File: config.mk
export PLATFORM = sky130hd
export DESIGN_NAME = itw_top
export DESIGN_NICKNAME = d
export VERILOG_FILES = /design/src/logic/itw_tick_div.v /design/src/logic/itw_top.v
export VERILOG_INCLUDE_DIRS = /design/src /design/src/pkg
export SDC_FILE = /design/constraint.sdc
export NUM_CORES = 1
export LEC_CHECK = 0
export BUFFER_PORTS_ARGS = -buffer_cell sky130_fd_sc_hd__buf_2
export CAP_MARGIN = 20
export CORE_ASPECT_RATIO = 1.2
export CORE_MARGIN = 8
export CORE_UTILIZATION = 45
export DETAILED_ROUTE_END_ITERATION = 16
export PLACE_DENSITY_LB_ADDON = 0.12
export SYNTH_ARGS = -nofsm -noshare
export SYNTH_HDL_FRONTEND = slang
export SYNTH_SLANG_ARGS = --single-unit
File: constraint.sdc
create_clock -name CORE_CLK -period 2.4 [get_ports CORE_CLK]
set_input_delay 0.48 -clock CORE_CLK [delete_from_list [all_inputs] [get_ports CORE_CLK]]
set_output_delay 0.48 -clock CORE_CLK [all_outputs]
set_load 0.01 [all_outputs]
File: src/pkg/itw_regs.vh
`ifndef ITW_REGS_VH
`define ITW_REGS_VH
// register offsets (index; byte address is four times this)
`define ITW_IDX_CLK_CTRL 8'h8b
`define ITW_IDX_COUNT 8'h8c
`define ITW_IDX_WD_MODE 8'h8d
`define ITW_IDX_WD_MATCH 8'h8e
`define ITW_IDX_IRQ_STAT 8'h90
`define ITW_IDX_IRQ_MASK 8'h91
`define ITW_IDX_STATUS 8'h92
// interval_clock_control fields
`define ITW_CC_FLAG 7
`define ITW_CC_CLEAR 3
`define ITW_CC_SEL_HI 2
`define ITW_CC_SEL_LO 0
`define ITW_CC_RESET 3'h5
// watchdog_mode fields
`define ITW_WM_ENABLE 7
`define ITW_WM_RSTSEL 6
`define ITW_WM_CLEAR 5
`define ITW_WM_FLAG 0
`define ITW_MATCH_RESET 8'hff
// irq status bits
`define ITW_IRQ_INTERVAL 0
`define ITW_IRQ_WATCHDOG 1
`define ITW_IRQ_WIDTH 2
// timing: core 10 MHz, ring 1 MHz, timer clock 1MHz/256 ~3.9 kHz
`define ITW_CORE_HZ 10000000
`define ITW_RING_HZ 1000000
`define ITW_RING_DIV (`ITW_CORE_HZ / `ITW_RING_HZ)
`define ITW_TCLK_DIV 256
// stabilisation wait in timer overflows
`define ITW_STAB_OVF 8'h01
// reset pulse length in core cycles
`define ITW_RST_CYC 8'h10
`endif

File: src/logic/itw_tick_div.v
`timescale 1ns/1ns
`default_nettype none
// free-running divider giving a one-cycle enable every DIV input enables
module itw_tick_div #(
   parameter integer DIV = 10,
   parameter integer W = 9
) (
   input wire clk,
   input wire rst,
   input wire en_in,
   output reg tick
);
   reg [W-1:0] cnt_reg;
   always @(posedge clk) begin
      if (rst) begin
         cnt_reg <= {W{1'b0}};
         tick <= 1'b0;
      end else begin
         tick <= 1'b0;
         if (en_in) begin
            if (cnt_reg == DIV[W-1:0] - 1'b1) begin
               cnt_reg <= {W{1'b0}};
               tick <= 1'b1;
            end else begin
               cnt_reg <= cnt_reg + 1'b1;
            end
         end
      end
   end
endmodule // itw_tick_div
`default_nettype wire

File: src/logic/itw_top.v
// Register access over Avalon-MM was left to the implementer.
`timescale 1ns/1ns
`default_nettype none
`include "itw_regs.vh"
// Contract
// - 8-bit interval counter always runs; no setting stops it.
// - writing interval clear zeroes counter; clear bit self-clears next cycle.
// - interval flag set on interval interrupt, stays until written zero.
// - 3-bit select gives overflow periods 0.512 ms to 65.536 ms; reset 101.
// - interval counter readable, read-only, resets to zero.
// - interval timer times clock stabilisation after power-on and stop exit.
// - watchdog counts interval overflows only while enabled.
// - bit 6 of mode selects interrupt timer or CPU reset on match.
// - writing mode bit 5 zeroes watchdog counter; bit self-clears.
// - counter equal to match value raises interrupt or reset request.
// - watchdog period is overflow period times match value plus one.
// - watchdog flag set on interrupt, cleared by zero write or acknowledge.
// - match register write-only and live count read share one address.
// - timers run from a 1 MHz ring-rate time base.
module itw_top (
   input wire CORE_CLK,
   input wire RST,
   input wire [9:0] AVS_ADDRESS,
   input wire AVS_READ,
   input wire AVS_WRITE,
   input wire [31:0] AVS_WRITEDATA,
   input wire [3:0] AVS_BYTEENABLE,
   output reg [31:0] AVS_READDATA,
   output reg AVS_WAITREQUEST,
   input wire STOP_EXIT,
   input wire INT_ACK,
   output reg WD_IRQ,
   output reg INTERVAL_IRQ,
   output reg CPU_RESET_REQ,
   output reg CLOCK_STABLE,
   output reg IRQ
);
   localparam [2:0] ST_IDLE = 3'b001;
   localparam [2:0] ST_ANS = 3'b010;
   localparam [2:0] ST_DONE = 3'b100;

   wire ring_tick;
   wire tclk_tick;
   reg [2:0] bus_state_reg;
   reg [2:0] bus_state_next;
   wire [7:0] ovf_mask;
   reg [7:0] count_reg;
   reg [2:0] sel_reg;
   reg iflag_reg;
   reg iclear_reg;
   reg wd_en_reg;
   reg wd_rstsel_reg;
   reg wd_clear_reg;
   reg wd_flag_reg;
   reg [7:0] match_reg;
   reg [7:0] wd_count_reg;
   reg [`ITW_IRQ_WIDTH-1:0] stat_reg;
   reg [`ITW_IRQ_WIDTH-1:0] mask_reg;
   reg [7:0] stab_reg;
   reg [7:0] rst_cnt_reg;
   reg ovf;
   reg wd_match;
   wire [7:0] wr_byte;
   wire [7:0] idx;
   wire acc_wr;
   wire acc_rd;
   reg [7:0] rd_byte;

   assign wr_byte = AVS_WRITEDATA[7:0];
   assign idx = AVS_ADDRESS[9:2];
   assign acc_wr = (bus_state_reg == ST_ANS) && AVS_WRITE
      && AVS_BYTEENABLE[0];
   assign acc_rd = (bus_state_reg == ST_IDLE) && AVS_READ;
   // overflow every 2^(select+1) timer clocks; select 7 wraps to 8'hff
   assign ovf_mask = (8'h02 << sel_reg) - 8'h01;

   // ring-rate time base from the core clock
   itw_tick_div #(.DIV(`ITW_RING_DIV), .W(4)) u_ring (
      .clk(CORE_CLK),
      .rst(RST),
      .en_in(1'b1),
      .tick(ring_tick)
   );
   // timer clock ~3.9 kHz
   itw_tick_div #(.DIV(`ITW_TCLK_DIV), .W(9)) u_tclk (
      .clk(CORE_CLK),
      .rst(RST),
      .en_in(ring_tick),
      .tick(tclk_tick)
   );

   // overflow when the selected low counter bits wrap
   always @* begin
      ovf = tclk_tick && ((count_reg & ovf_mask) == ovf_mask);
   end

   // avalon slave: one wait cycle, answer on the second
   always @* begin
      case (bus_state_reg)
         ST_IDLE: bus_state_next = (AVS_READ || AVS_WRITE) ? ST_ANS
            : ST_IDLE;
         ST_ANS: bus_state_next = ST_DONE;
         ST_DONE: bus_state_next = ST_IDLE;
         default: bus_state_next = ST_IDLE;
      endcase
   end

   always @* begin
      case (idx)
         `ITW_IDX_CLK_CTRL: rd_byte = {iflag_reg, 3'h0, iclear_reg,
            sel_reg};
         `ITW_IDX_COUNT: rd_byte = count_reg;
         `ITW_IDX_WD_MODE: rd_byte = {wd_en_reg, wd_rstsel_reg,
            wd_clear_reg, 4'h0, wd_flag_reg};
         `ITW_IDX_WD_MATCH: rd_byte = wd_count_reg;
         `ITW_IDX_IRQ_STAT: rd_byte = {6'h0, stat_reg};
         `ITW_IDX_IRQ_MASK: rd_byte = {6'h0, mask_reg};
         `ITW_IDX_STATUS: rd_byte = {7'h0, CLOCK_STABLE};
         default: rd_byte = 8'h00;
      endcase
   end

   always @* begin
      wd_match = wd_en_reg && ovf && (wd_count_reg == match_reg);
   end

   always @(posedge CORE_CLK) begin
      if (RST) begin
         bus_state_reg <= ST_IDLE;
         AVS_WAITREQUEST <= 1'b1;
         AVS_READDATA <= 32'h0;
      end else begin
         bus_state_reg <= bus_state_next;
         AVS_WAITREQUEST <= !(bus_state_next == ST_ANS);
         if (acc_rd) begin
            AVS_READDATA <= {24'h0, rd_byte};
         end
      end
   end

   // interval timer
   always @(posedge CORE_CLK) begin
      if (RST) begin
         count_reg <= 8'h00;
         sel_reg <= `ITW_CC_RESET;
         iclear_reg <= 1'b0;
         iflag_reg <= 1'b0;
      end else begin
         iclear_reg <= 1'b0;
         if (iclear_reg) begin
            count_reg <= 8'h00;
         end else if (tclk_tick) begin
            count_reg <= count_reg + 8'h01;
         end
         if (acc_wr && idx == `ITW_IDX_CLK_CTRL) begin
            sel_reg <= wr_byte[`ITW_CC_SEL_HI:`ITW_CC_SEL_LO];
            iclear_reg <= wr_byte[`ITW_CC_CLEAR];
            if (!wr_byte[`ITW_CC_FLAG]) begin
               iflag_reg <= 1'b0;
            end
         end
         if (ovf) begin
            iflag_reg <= 1'b1;
         end
      end
   end

   // watchdog
   always @(posedge CORE_CLK) begin
      if (RST) begin
         wd_en_reg <= 1'b0;
         wd_rstsel_reg <= 1'b0;
         wd_clear_reg <= 1'b0;
         wd_flag_reg <= 1'b0;
         match_reg <= `ITW_MATCH_RESET;
         wd_count_reg <= 8'h00;
      end else begin
         wd_clear_reg <= 1'b0;
         if (wd_clear_reg) begin
            wd_count_reg <= 8'h00;
         end else if (wd_match) begin
            wd_count_reg <= 8'h00;
         end else if (wd_en_reg && ovf) begin
            wd_count_reg <= wd_count_reg + 8'h01;
         end
         if (acc_wr && idx == `ITW_IDX_WD_MODE) begin
            wd_en_reg <= wr_byte[`ITW_WM_ENABLE];
            wd_rstsel_reg <= wr_byte[`ITW_WM_RSTSEL];
            wd_clear_reg <= wr_byte[`ITW_WM_CLEAR];
            if (!wr_byte[`ITW_WM_FLAG]) begin
               wd_flag_reg <= 1'b0;
            end
         end
         if (acc_wr && idx == `ITW_IDX_WD_MATCH) begin
            match_reg <= wr_byte;
         end
         if (INT_ACK) begin
            wd_flag_reg <= 1'b0;
         end
         if (wd_match && !wd_rstsel_reg) begin
            wd_flag_reg <= 1'b1;
         end
      end
   end

   // stabilisation wait, cpu reset pulse, interrupt outputs
   always @(posedge CORE_CLK) begin
      if (RST) begin
         stab_reg <= 8'h00;
         CLOCK_STABLE <= 1'b0;
         rst_cnt_reg <= 8'h00;
         CPU_RESET_REQ <= 1'b0;
         stat_reg <= {`ITW_IRQ_WIDTH{1'b0}};
         mask_reg <= {`ITW_IRQ_WIDTH{1'b0}};
         WD_IRQ <= 1'b0;
         INTERVAL_IRQ <= 1'b0;
         IRQ <= 1'b0;
      end else begin
         if (STOP_EXIT) begin
            stab_reg <= 8'h00;
            CLOCK_STABLE <= 1'b0;
         end else if (!CLOCK_STABLE && ovf) begin
            if (stab_reg == `ITW_STAB_OVF - 8'h01) begin
               CLOCK_STABLE <= 1'b1;
            end
            stab_reg <= stab_reg + 8'h01;
         end
         if (wd_match && wd_rstsel_reg) begin
            rst_cnt_reg <= `ITW_RST_CYC;
         end else if (rst_cnt_reg != 8'h00) begin
            rst_cnt_reg <= rst_cnt_reg - 8'h01;
         end
         CPU_RESET_REQ <= (rst_cnt_reg != 8'h00);
         if (acc_wr && idx == `ITW_IDX_IRQ_STAT) begin
            stat_reg <= stat_reg & ~wr_byte[`ITW_IRQ_WIDTH-1:0]
               | {wd_match && !wd_rstsel_reg, ovf};
         end else begin
            stat_reg <= stat_reg | {wd_match && !wd_rstsel_reg, ovf};
         end
         if (acc_wr && idx == `ITW_IDX_IRQ_MASK) begin
            mask_reg <= wr_byte[`ITW_IRQ_WIDTH-1:0];
         end
         WD_IRQ <= wd_flag_reg;
         INTERVAL_IRQ <= iflag_reg;
         IRQ <= |(stat_reg & mask_reg);
      end
   end
endmodule // itw_top
`default_nettype wire

==> results of run 1 <==
final timing paths:
kind                                  start     endpoint  slack, ns  cells after the start
worst max-delay path             sel_reg[1]  stab_reg[2]       0.09                      9
worst min-delay path                INT_ACK  wd_flag_reg       0.35                      2
worst max register to register   sel_reg[1]  stab_reg[2]       0.09                      9
worst min register to register  stat_reg[1]  stat_reg[1]       0.48                      2
where the power goes:
part	internal, W	switching [W]
Clock	0.000804	0.000566
Sequential	0.00148	0.0000454
Combinational	0.000174	0.000240
cell type report:
class                           count  area [um^2]
Clock inverter                      6         63.8
Sequential cell                    85         1700
Inverter                           15         56.3
Timing Repair Buffer               51          305
Clock buffer                       10          229
Multi-Input combinational cell    364         2360
Tap cell                          123          154
Fill cell                         908         4450
stage by stage:
step	std cells	instance area [um^2]	hold WS (ns)
6_report	654	4870	0.351
4_1_cts	654	4830	0.345
3_3_place_gp	638	4530	0.465
2_1_floorplan	507	4330	0.431
3_5_place_dp	638	4530	0.466
5_1_grt	654	4870	0.339
cell families (layout without fill, tap and decap cells):
group | count (synthesis) | after routing | synth area share [%]
adder cells (fa/ha/maj) | 9 | 9 | 2.66
AND/OR/NAND/NOR | 206 | 206 | 26.1
flip-flops | 85 | 85 | 40.2
buffers and inverters | 58 | 82 | 7.41
XOR/XNOR | 36 | 36 | 7.44
other | 1 | 24 | 0.0885
multiplexers | 26 | 26 | 6.17
AO/OA/AOI/OAI | 63 | 63 | 9.98
cell usage in the layout, fill, tap and decap left out, types with 2 or more instances in the layout:
cell type / synthesis / routed
sky130_fd_sc_hd__dfxtp_1: 85 / 83
sky130_fd_sc_hd__nor2_1: 60 / 60
sky130_fd_sc_hd__buf_2: 5 / 36
sky130_fd_sc_hd__nand2_1: 33 / 32
sky130_fd_sc_hd__mux2i_1: 25 / 25
sky130_fd_sc_hd__conb_1: 1 / 24
sky130_fd_sc_hd__nor3_1: 22 / 22
sky130_fd_sc_hd__xnor2_1: 19 / 19
sky130_fd_sc_hd__xor2_1: 17 / 17
sky130_fd_sc_hd__inv_1: 15 / 15
sky130_fd_sc_hd__a21oi_1: 16 / 15
sky130_fd_sc_hd__o21ai_0: 14 / 14
sky130_fd_sc_hd__buf_4: 24 / 14
sky130_fd_sc_hd__nand2b_1: 12 / 12
sky130_fd_sc_hd__nand4_1: 10 / 10
sky130_fd_sc_hd__nor2b_1: 9 / 9
sky130_fd_sc_hd__clkbuf_16: 0 / 9
sky130_fd_sc_hd__nand3_1: 8 / 8
sky130_fd_sc_hd__ha_1: 9 / 8
sky130_fd_sc_hd__or3_1: 9 / 7
sky130_fd_sc_hd__and3_1: 6 / 6
sky130_fd_sc_hd__nor4b_1: 6 / 5
sky130_fd_sc_hd__a22oi_1: 5 / 5
sky130_fd_sc_hd__nor3b_1: 5 / 4
sky130_fd_sc_hd__o21ai_1: 3 / 3
sky130_fd_sc_hd__nor4_1: 3 / 3
sky130_fd_sc_hd__and4_1: 3 / 3
sky130_fd_sc_hd__a211o_1: 3 / 3
sky130_fd_sc_hd__a22o_1: 3 / 3
sky130_fd_sc_hd__or3_4: 0 / 2
sky130_fd_sc_hd__or2_2: 2 / 2
sky130_fd_sc_hd__or2_1: 2 / 2
sky130_fd_sc_hd__nand3b_1: 2 / 2
sky130_fd_sc_hd__o31ai_1: 2 / 2
sky130_fd_sc_hd__a2bb2oi_1: 2 / 2
sky130_fd_sc_hd__clkinvlp_4: 0 / 2
sky130_fd_sc_hd__clkinv_2: 0 / 2
sky130_fd_sc_hd__dfxtp_2: 0 / 2
cell usage after synthesis, types with 6 or more instances:
master	number
sky130_fd_sc_hd__nor3_1	22
sky130_fd_sc_hd__nor2_1	60
sky130_fd_sc_hd__dfxtp_1	85
sky130_fd_sc_hd__nand4_1	10
sky130_fd_sc_hd__clkbuf_1	11
sky130_fd_sc_hd__nor4b_1	6
sky130_fd_sc_hd__mux2i_1	25
sky130_fd_sc_hd__xnor2_1	19
sky130_fd_sc_hd__nand3_1	8
sky130_fd_sc_hd__a21oi_1	16
sky130_fd_sc_hd__xor2_1	17
sky130_fd_sc_hd__and3_1	6
sky130_fd_sc_hd__ha_1	9
sky130_fd_sc_hd__nand2b_1	12
sky130_fd_sc_hd__nand2_1	33
sky130_fd_sc_hd__o21ai_0	14
sky130_fd_sc_hd__nor2b_1	9
sky130_fd_sc_hd__inv_1	15
sky130_fd_sc_hd__or3_1	9
sky130_fd_sc_hd__buf_4	24
per-layer routing:
metal	share of wire, %	wire (um)
met1	45	4420
met2	51	5040
met3	2.4	239
met4	2.0	195
met5	0	0
repair_timing:
| item | CTS | global route |
|---|---|---|
| hold buffers | 0 | 0 |
| gates resized for setup | 1 | 10 |
| cloned | 0 | 0 |
| buffers inserted | 0 | 0 |
| endpoints found under the setup margin | 1 | 24 |
| pin swaps | 0 | 1 |
==> results list, run 1 <==
- Cell with the largest stage delay on the worst path: sky130_fd_sc_hd__or3_4
- Starting density of the core: 45.5%
* Outcome: finished clean
- Arrival @ worst endpoint: 2.53 ns
- After clock tree synthesis, the clock-pin slew on the worst setup and hold paths is 0.06 ns.
- For this run, the slowest stage of the critical path takes 0.38 ns.
- Global routing used 27.7% of the available met2 tracks.
* NumNets Final: 587
- Among all flip-flop cells after synthesis, the most frequent one is sky130_fd_sc_hd__dfxtp_1.
- For this block, the initial DRC count from the detailed router was 127.
- Count of final setup violators: 0
- Type of element launching the critical path: flop
- Final period utilization: 96.1%
- Once detailed placement completed, the half-perimeter wirelength came to 7.44 mm.
* Max Cap Viol: 0
- Traced cell by cell, the critical path runs through or3_4 > ha_4 > nor2b_1 > o41ai_2 > and4b_2 > nand4_1 > buf_4 > xor2_1 > nor2_1.
* Die Y-Extent: 122 um
- Antenna violations before repair: 0
* First-pass DRT Iterations: 4
- After layout, the worst setup slack is 0.0935 ns.
* Maximum resistive drop on vdd: 290 uV
- GRT busiest layer: met2
- Setup repair after global routing left no endpoint under its margin.
- Row generation in the floorplan step produced 39 rows.
- Power consumption: 0.00331 W
* Global-route wire length before repair: 16.2 mm
- Die Span X: 105 um
* Synth warnings: 0
- Maximum number of pins on one net before global-route repair: 27
* EDFF count, synth: 0
- Based on the critical path, the design can be clocked at up to 0.434 GHz.
* Placeable Area: 0.00932 mm^2
* Post-synthesis to final-layout area growth: 15.0%
- PwrDens: 679 mW/mm^2
* Slew margin rel.: 61.4%
- Flip-flop and latch count after synthesis: 85
- After synthesis, flip-flops and latches occupy 40.2% of the total area.
- The number of buffers and inverters on the critical path is 1.
* Clock skew after layout: 0.00764 ns
- In the final routed layout, each cell accounts on average for 15.1 um.
* Final Slew Violations: 0
* Clock Sinks: 85
- Gr ovfl total: 0
- Gate count of the mapped netlist: 484
* Static leakage: 1.90 nW
- Antenna cells: 0
- Maximum count of clock buffers along a single path: 2
- Final core utilization: 52.3%
- Met1 Resource Use GR: 18.3%
* TritonCTS clock tree: yes
- Required time at the worst-slack endpoint: 2.62 ns
- Port buffering added 36 buffers.
- I/O pins: 90
* Vias in the first global route: 3306
* Syn avg cell area: 8.75 um^2
- Fraction of final layout cells with drive strength greater than 1: 16.9%
- Largest delay share family, worst path: simple AND/OR/NAND/NOR gates
* CTS H-tree lvls: 3
- Yosys top cell by area: sky130_fd_sc_hd__dfxtp_1
- Top fanout value on the critical path: 9
- Pre-CTS setup slack: -0.0124 ns
- Buffer type at the clock tree root: sky130_fd_sc_hd__clkbuf_16
- The path class of the tightest hold or removal check is in2reg.
* RePlAce Congestion: 0.831
- Post-detailed-route DRC marker count: 0
* Asr flop ratio synth: 0%
- Min Tclk post-route: 2.31 ns
- The number of different library cells used by synthesis comes to 64.
- Clock Latency Late Sink: 0.34 ns
- Global routing consumed, on the met3 layer, 2.42% of the routing resources.
* Die footprint: 0.0128 mm^2
- By area the synthesized netlist is led by sky130_fd_sc_hd__dfxtp_1 40%, sky130_fd_sc_hd__mux2i_1 5.9%, sky130_fd_sc_hd__nor2_1 5.3%, sky130_fd_sc_hd__buf_4 4.3%, sky130_fd_sc_hd__xnor2_1 3.9%.
- Final WL: 9.89 mm
- Final setup TNS: 0 ns
* Via density per instance: 5.20
* Transition time of the tightest slew-check pin: 0.575 ns
- STA classifies the critical path endpoint as a flop.
- Top cell type's share of synthesized area: 40.2%
- The critical path in this run is classified as reg2reg.
- After synthesis the cells add up to 0.00424 mm^2.
* Max reg flops: 9
* Number of buffers inserted during clock tree synthesis: 9
- Once detail routing completed, the nets flagged for antenna violations numbered 0.
- Overall global routing resource usage: 15.7%
* Via count: 3403
* Final hold violation count: 0
Note: power is estimated with default switching activity, not from simulation.
==> run 2: changes to the inputs <==
--- a/config.mk
+++ b/config.mk
@@ -10,7 +10,7 @@
 export CAP_MARGIN = 20
 export CORE_ASPECT_RATIO = 1.2
 export CORE_MARGIN = 8
-export CORE_UTILIZATION = 45
+export CORE_UTILIZATION = 55
 export DETAILED_ROUTE_END_ITERATION = 16
 export PLACE_DENSITY_LB_ADDON = 0.12
 export SYNTH_ARGS = -nofsm -noshare
==> constraint.sdc (replaced) <==
create_clock -name CORE_CLK -period 2.9 [get_ports CORE_CLK]
set_input_delay 0.58 -clock CORE_CLK [delete_from_list [all_inputs] [get_ports CORE_CLK]]
set_output_delay 0.58 -clock CORE_CLK [all_outputs]
set_load 0.01 [all_outputs]
==> results list, run 2 (same netlist as run 1, synthesis figures left out) <==
- Starting density of the core: 55.9% (was 45.5%)
- The count of pins on the block boundary came to 90 (unchanged).
* CTS H-tree lvls: 3 (unchanged)
- Crit Path Class: reg2reg (unchanged)
- The class of the tightest hold or removal check was in2reg (unchanged).
- Placed instance count: 600 (was 638)
* Die Y-Extent: 112 um (was 122 um)
- Outcome: finished clean (unchanged).
- Transition time of the tightest slew-check pin: 0.671 ns (was 0.575 ns)
- Maximum cell stage delay along the critical path: 0.49 ns (was 0.38 ns)
- The number of pins with negative max-slew slack in the final report came to 0 (unchanged).
* Detailed placement HPWL: 7.04 mm (was 7.44 mm)
* Final period utilization: 89.4% (was 96.1%)
- Placeable Area: 0.00758 mm^2 (was 0.00932 mm^2)
- Gr ovfl total: 0 (unchanged)
* Max Clk Rate: 0.386 GHz (was 0.434 GHz)
- The last weighted congestion value of the routability-driven placer came to 0.854 (was 0.831).
* Arrival @ worst endpoint: 2.84 ns (was 2.53 ns)
- Combinational share of power: 14.3% (was 12.5%)
- The minimum clock period was 2.59 ns (was 2.31 ns).
* Top fanout value on the critical path: 11 (was 9)
- Part of the total power dissipated in the clock network: 31.9% (was 41.4%)
- Antenna violations before repair: 0 (unchanged)
- The total clock buffers created by CTS is 9 (unchanged).
- Final setup TNS: 0 ns (unchanged)
- Die footprint: 0.0108 mm^2 (was 0.0128 mm^2)
- The number of buffers inserted by port buffering came to 36 (unchanged).
- Iteration-0 DRC Markers: 219 (was 127)
- The total of endpoints with negative setup slack in the final report is 0 (unchanged).
- The total global routing track utilization is 18.1% (was 15.7%).
- Most frequent cell on the critical path: sky130_fd_sc_hd__or3_1
* Global-route wire length before repair: 15.6 mm (was 16.2 mm)
- The slowest stage cell on the critical path was sky130_fd_sc_hd__or3_1 (was sky130_fd_sc_hd__or3_4).
- NumNets Final: 580 (was 587)
* Number of buffers added for setup after CTS: 0 (unchanged)
- The leakage component of the power came to 1.80 nW (was 1.90 nW).
* Required time at the worst-slack endpoint: 3.15 ns (was 2.62 ns)
* Highest-count cells in the layout ignoring fill and taps: 84 x sky130_fd_sc_hd__dfxtp_1, 60 x sky130_fd_sc_hd__nor2_1, 36 x sky130_fd_sc_hd__buf_2 (was 83 x sky130_fd_sc_hd__dfxtp_1, 60 x sky130_fd_sc_hd__nor2_1, 36 x sky130_fd_sc_hd__buf_2)
- The final worst clock skew came to 0.0104 ns (was 0.00764 ns).
- First-pass DRT Iterations: 4 (unchanged)
* Via density per instance: 5.40 (was 5.20)
* Final core utilization: 60.6% (was 52.3%)
- Area after detailed placement: 0.00442 mm^2 (was 0.00453 mm^2)
* Proportion of power drawn by flip-flops and latches: 53.8% (was 46.1%)
- Slew margin rel.: 55.2% (was 61.4%)
- Average detailed-routed wire length per instance: 15.1 um (about the same)
- Internal power component: 0.00170 W (was 0.00246 W)
- Area of all placed cells without fillers: 0.00459 mm^2 (was 0.00487 mm^2)
* Chain of cells forming the critical path: or3_1 > ha_1 > nor2b_1 > o21ai_0 > o2111a_1 > or3_1 > or3_1 > o41ai_1 (was or3_4 > ha_4 > nor2b_1 > o41ai_2 > and4b_2 > nand4_1 > buf_4 > xor2_1 > nor2_1)
- The largest buffer count on any clock path is 2 (unchanged).
- The share of total power consumed by net switching was 27.5% (was 25.7%).
* Final hold violation count: 0 (unchanged)
* TritonCTS clock tree: yes (unchanged)
- Post-synthesis to final-layout area growth: 8.36% (was 15.0%)
* Hold Worst Slack: 0.432 ns (was 0.351 ns)
* Clock input transition at the sequential cells of the worst setup and hold paths: 0.08 ns (was 0.06 ns)
* Type of element launching the critical path: flop (unchanged)
* Die Span X: 96.1 um (was 105 um)
- The max capacitance violation total is 0 (unchanged).
- The maximum number of pins on one net before global-route repair came to 26 (was 27).
- The detailed-route DRC error count is 0 (unchanged).
- Post-layout instance count excluding filler cells: 616 (was 654)
- Final WL: 9.29 mm (was 9.89 mm)
- The number of sinks handled by clock tree synthesis was 85 (unchanged).
- The number of global-route vias before repair is 3259 (was 3306).
- Clock Latency Late Sink: 0.36 ns (was 0.34 ns)
* ANT nets after route: 0 (unchanged)
- Antenna cells: 0 (unchanged)
* Most common cell after layout, fill and taps aside: sky130_fd_sc_hd__dfxtp_1 (unchanged)
- The areal power density over the cells came to 510 mW/mm^2 (was 679 mW/mm^2).
- The flip-flop count of the largest register, all copies and words added came to 9 (unchanged).
- The root cell of the clock tree was sky130_fd_sc_hd__clkbuf_8 (was sky130_fd_sc_hd__clkbuf_16).
- The nature of the critical path endpoint was a flop (unchanged).
- The fraction of layout instances using a drive strength above 1 came to 13.7% (was 16.9%).
- Net switching power of the design: 0.000644 W (was 0.000852 W)
* Setup repair after global routing missed its margin: no (unchanged)
- Row Count: 35 (was 39)
- Maximum resistive drop on vdd: 430 uV (was 290 uV)
* Via count: 3325 (was 3403)
run 2: cell count changes in the layout (fill, tap and decap cells not counted), sizes merged:
cell / before / now
buf: 51 / 44
bufinv: 1 / 0
clkinvlp: 2 / 0
clkbuf: 10 / 12
clkinv: 3 / 4
run 2: layout make-up:
cell class	instances	area [um^2]
clock buffer	12	145
clock inverter	4	23.8
fill	704	2990
inverter	15	56.3
multi-input combinational	364	2310
sequential	85	1700
tap	92	115
timing repair buffer	44	240
run 2: worst paths after layout:
kind | from | to | slack [ns] | depth (start not counted)
setup / recovery | sel_reg[1] | wd_flag_reg | 0.31 | 8
setup reg to reg | sel_reg[1] | wd_flag_reg | 0.31 | 8
hold reg to reg | stat_reg[1] | stat_reg[1] | 0.48 | 2
hold / removal | INT_ACK | wd_flag_reg | 0.43 | 2
run 2: metal layers:
metal | routed length [um] | up-vias | global-route usage (%)
met5 | 0 | - | 0
met4 | 141 | 0 | 7.91
met3 | 363 | 13 | 3.34
met2 | 4780 | 46 | 30.0
met1 | 4000 | 1565 | 21.7
li1 | - | 1701 | -
run 2: critical path, delay by kind of cell, from the launching register on:
kind            cells  cell delay (ns)
flops               1             0.38
compound gates      3             0.47
fa+ha+maj           1             0.30
simple gates        4             1.33
run 2: repair_timing:
action | in CTS | in global routing
gates resized for setup | 0 | 1
hold buffers | 0 | 0
endpoints found under the setup margin | 0 | 17
run 2: through the flow:
step | worst slack (ns) | power, W
2_1_floorplan | 0.378 | 0.00157
3_3_place_gp | 0.331 | 0.00161
3_5_place_dp | 0.260 | 0.00162
4_1_cts | 0.238 | 0.00237
5_1_grt | 0.112 | 0.00247
6_report | 0.306 | 0.00234
run 2: power by group through the flow:
| stage | Combinational [W] | Clock [W] | Sequential (W) |
|---|---|---|---|
| after floorplan | 0.000283 | 0 | 0.00128 |
| after global placement | 0.000325 | 0 | 0.00128 |
| after detailed placement | 0.000336 | 0 | 0.00129 |
| after CTS | 0.000338 | 0.000770 | 0.00126 |
| after global routing | 0.000382 | 0.000819 | 0.00127 |
| final | 0.000335 | 0.000748 | 0.00126 |
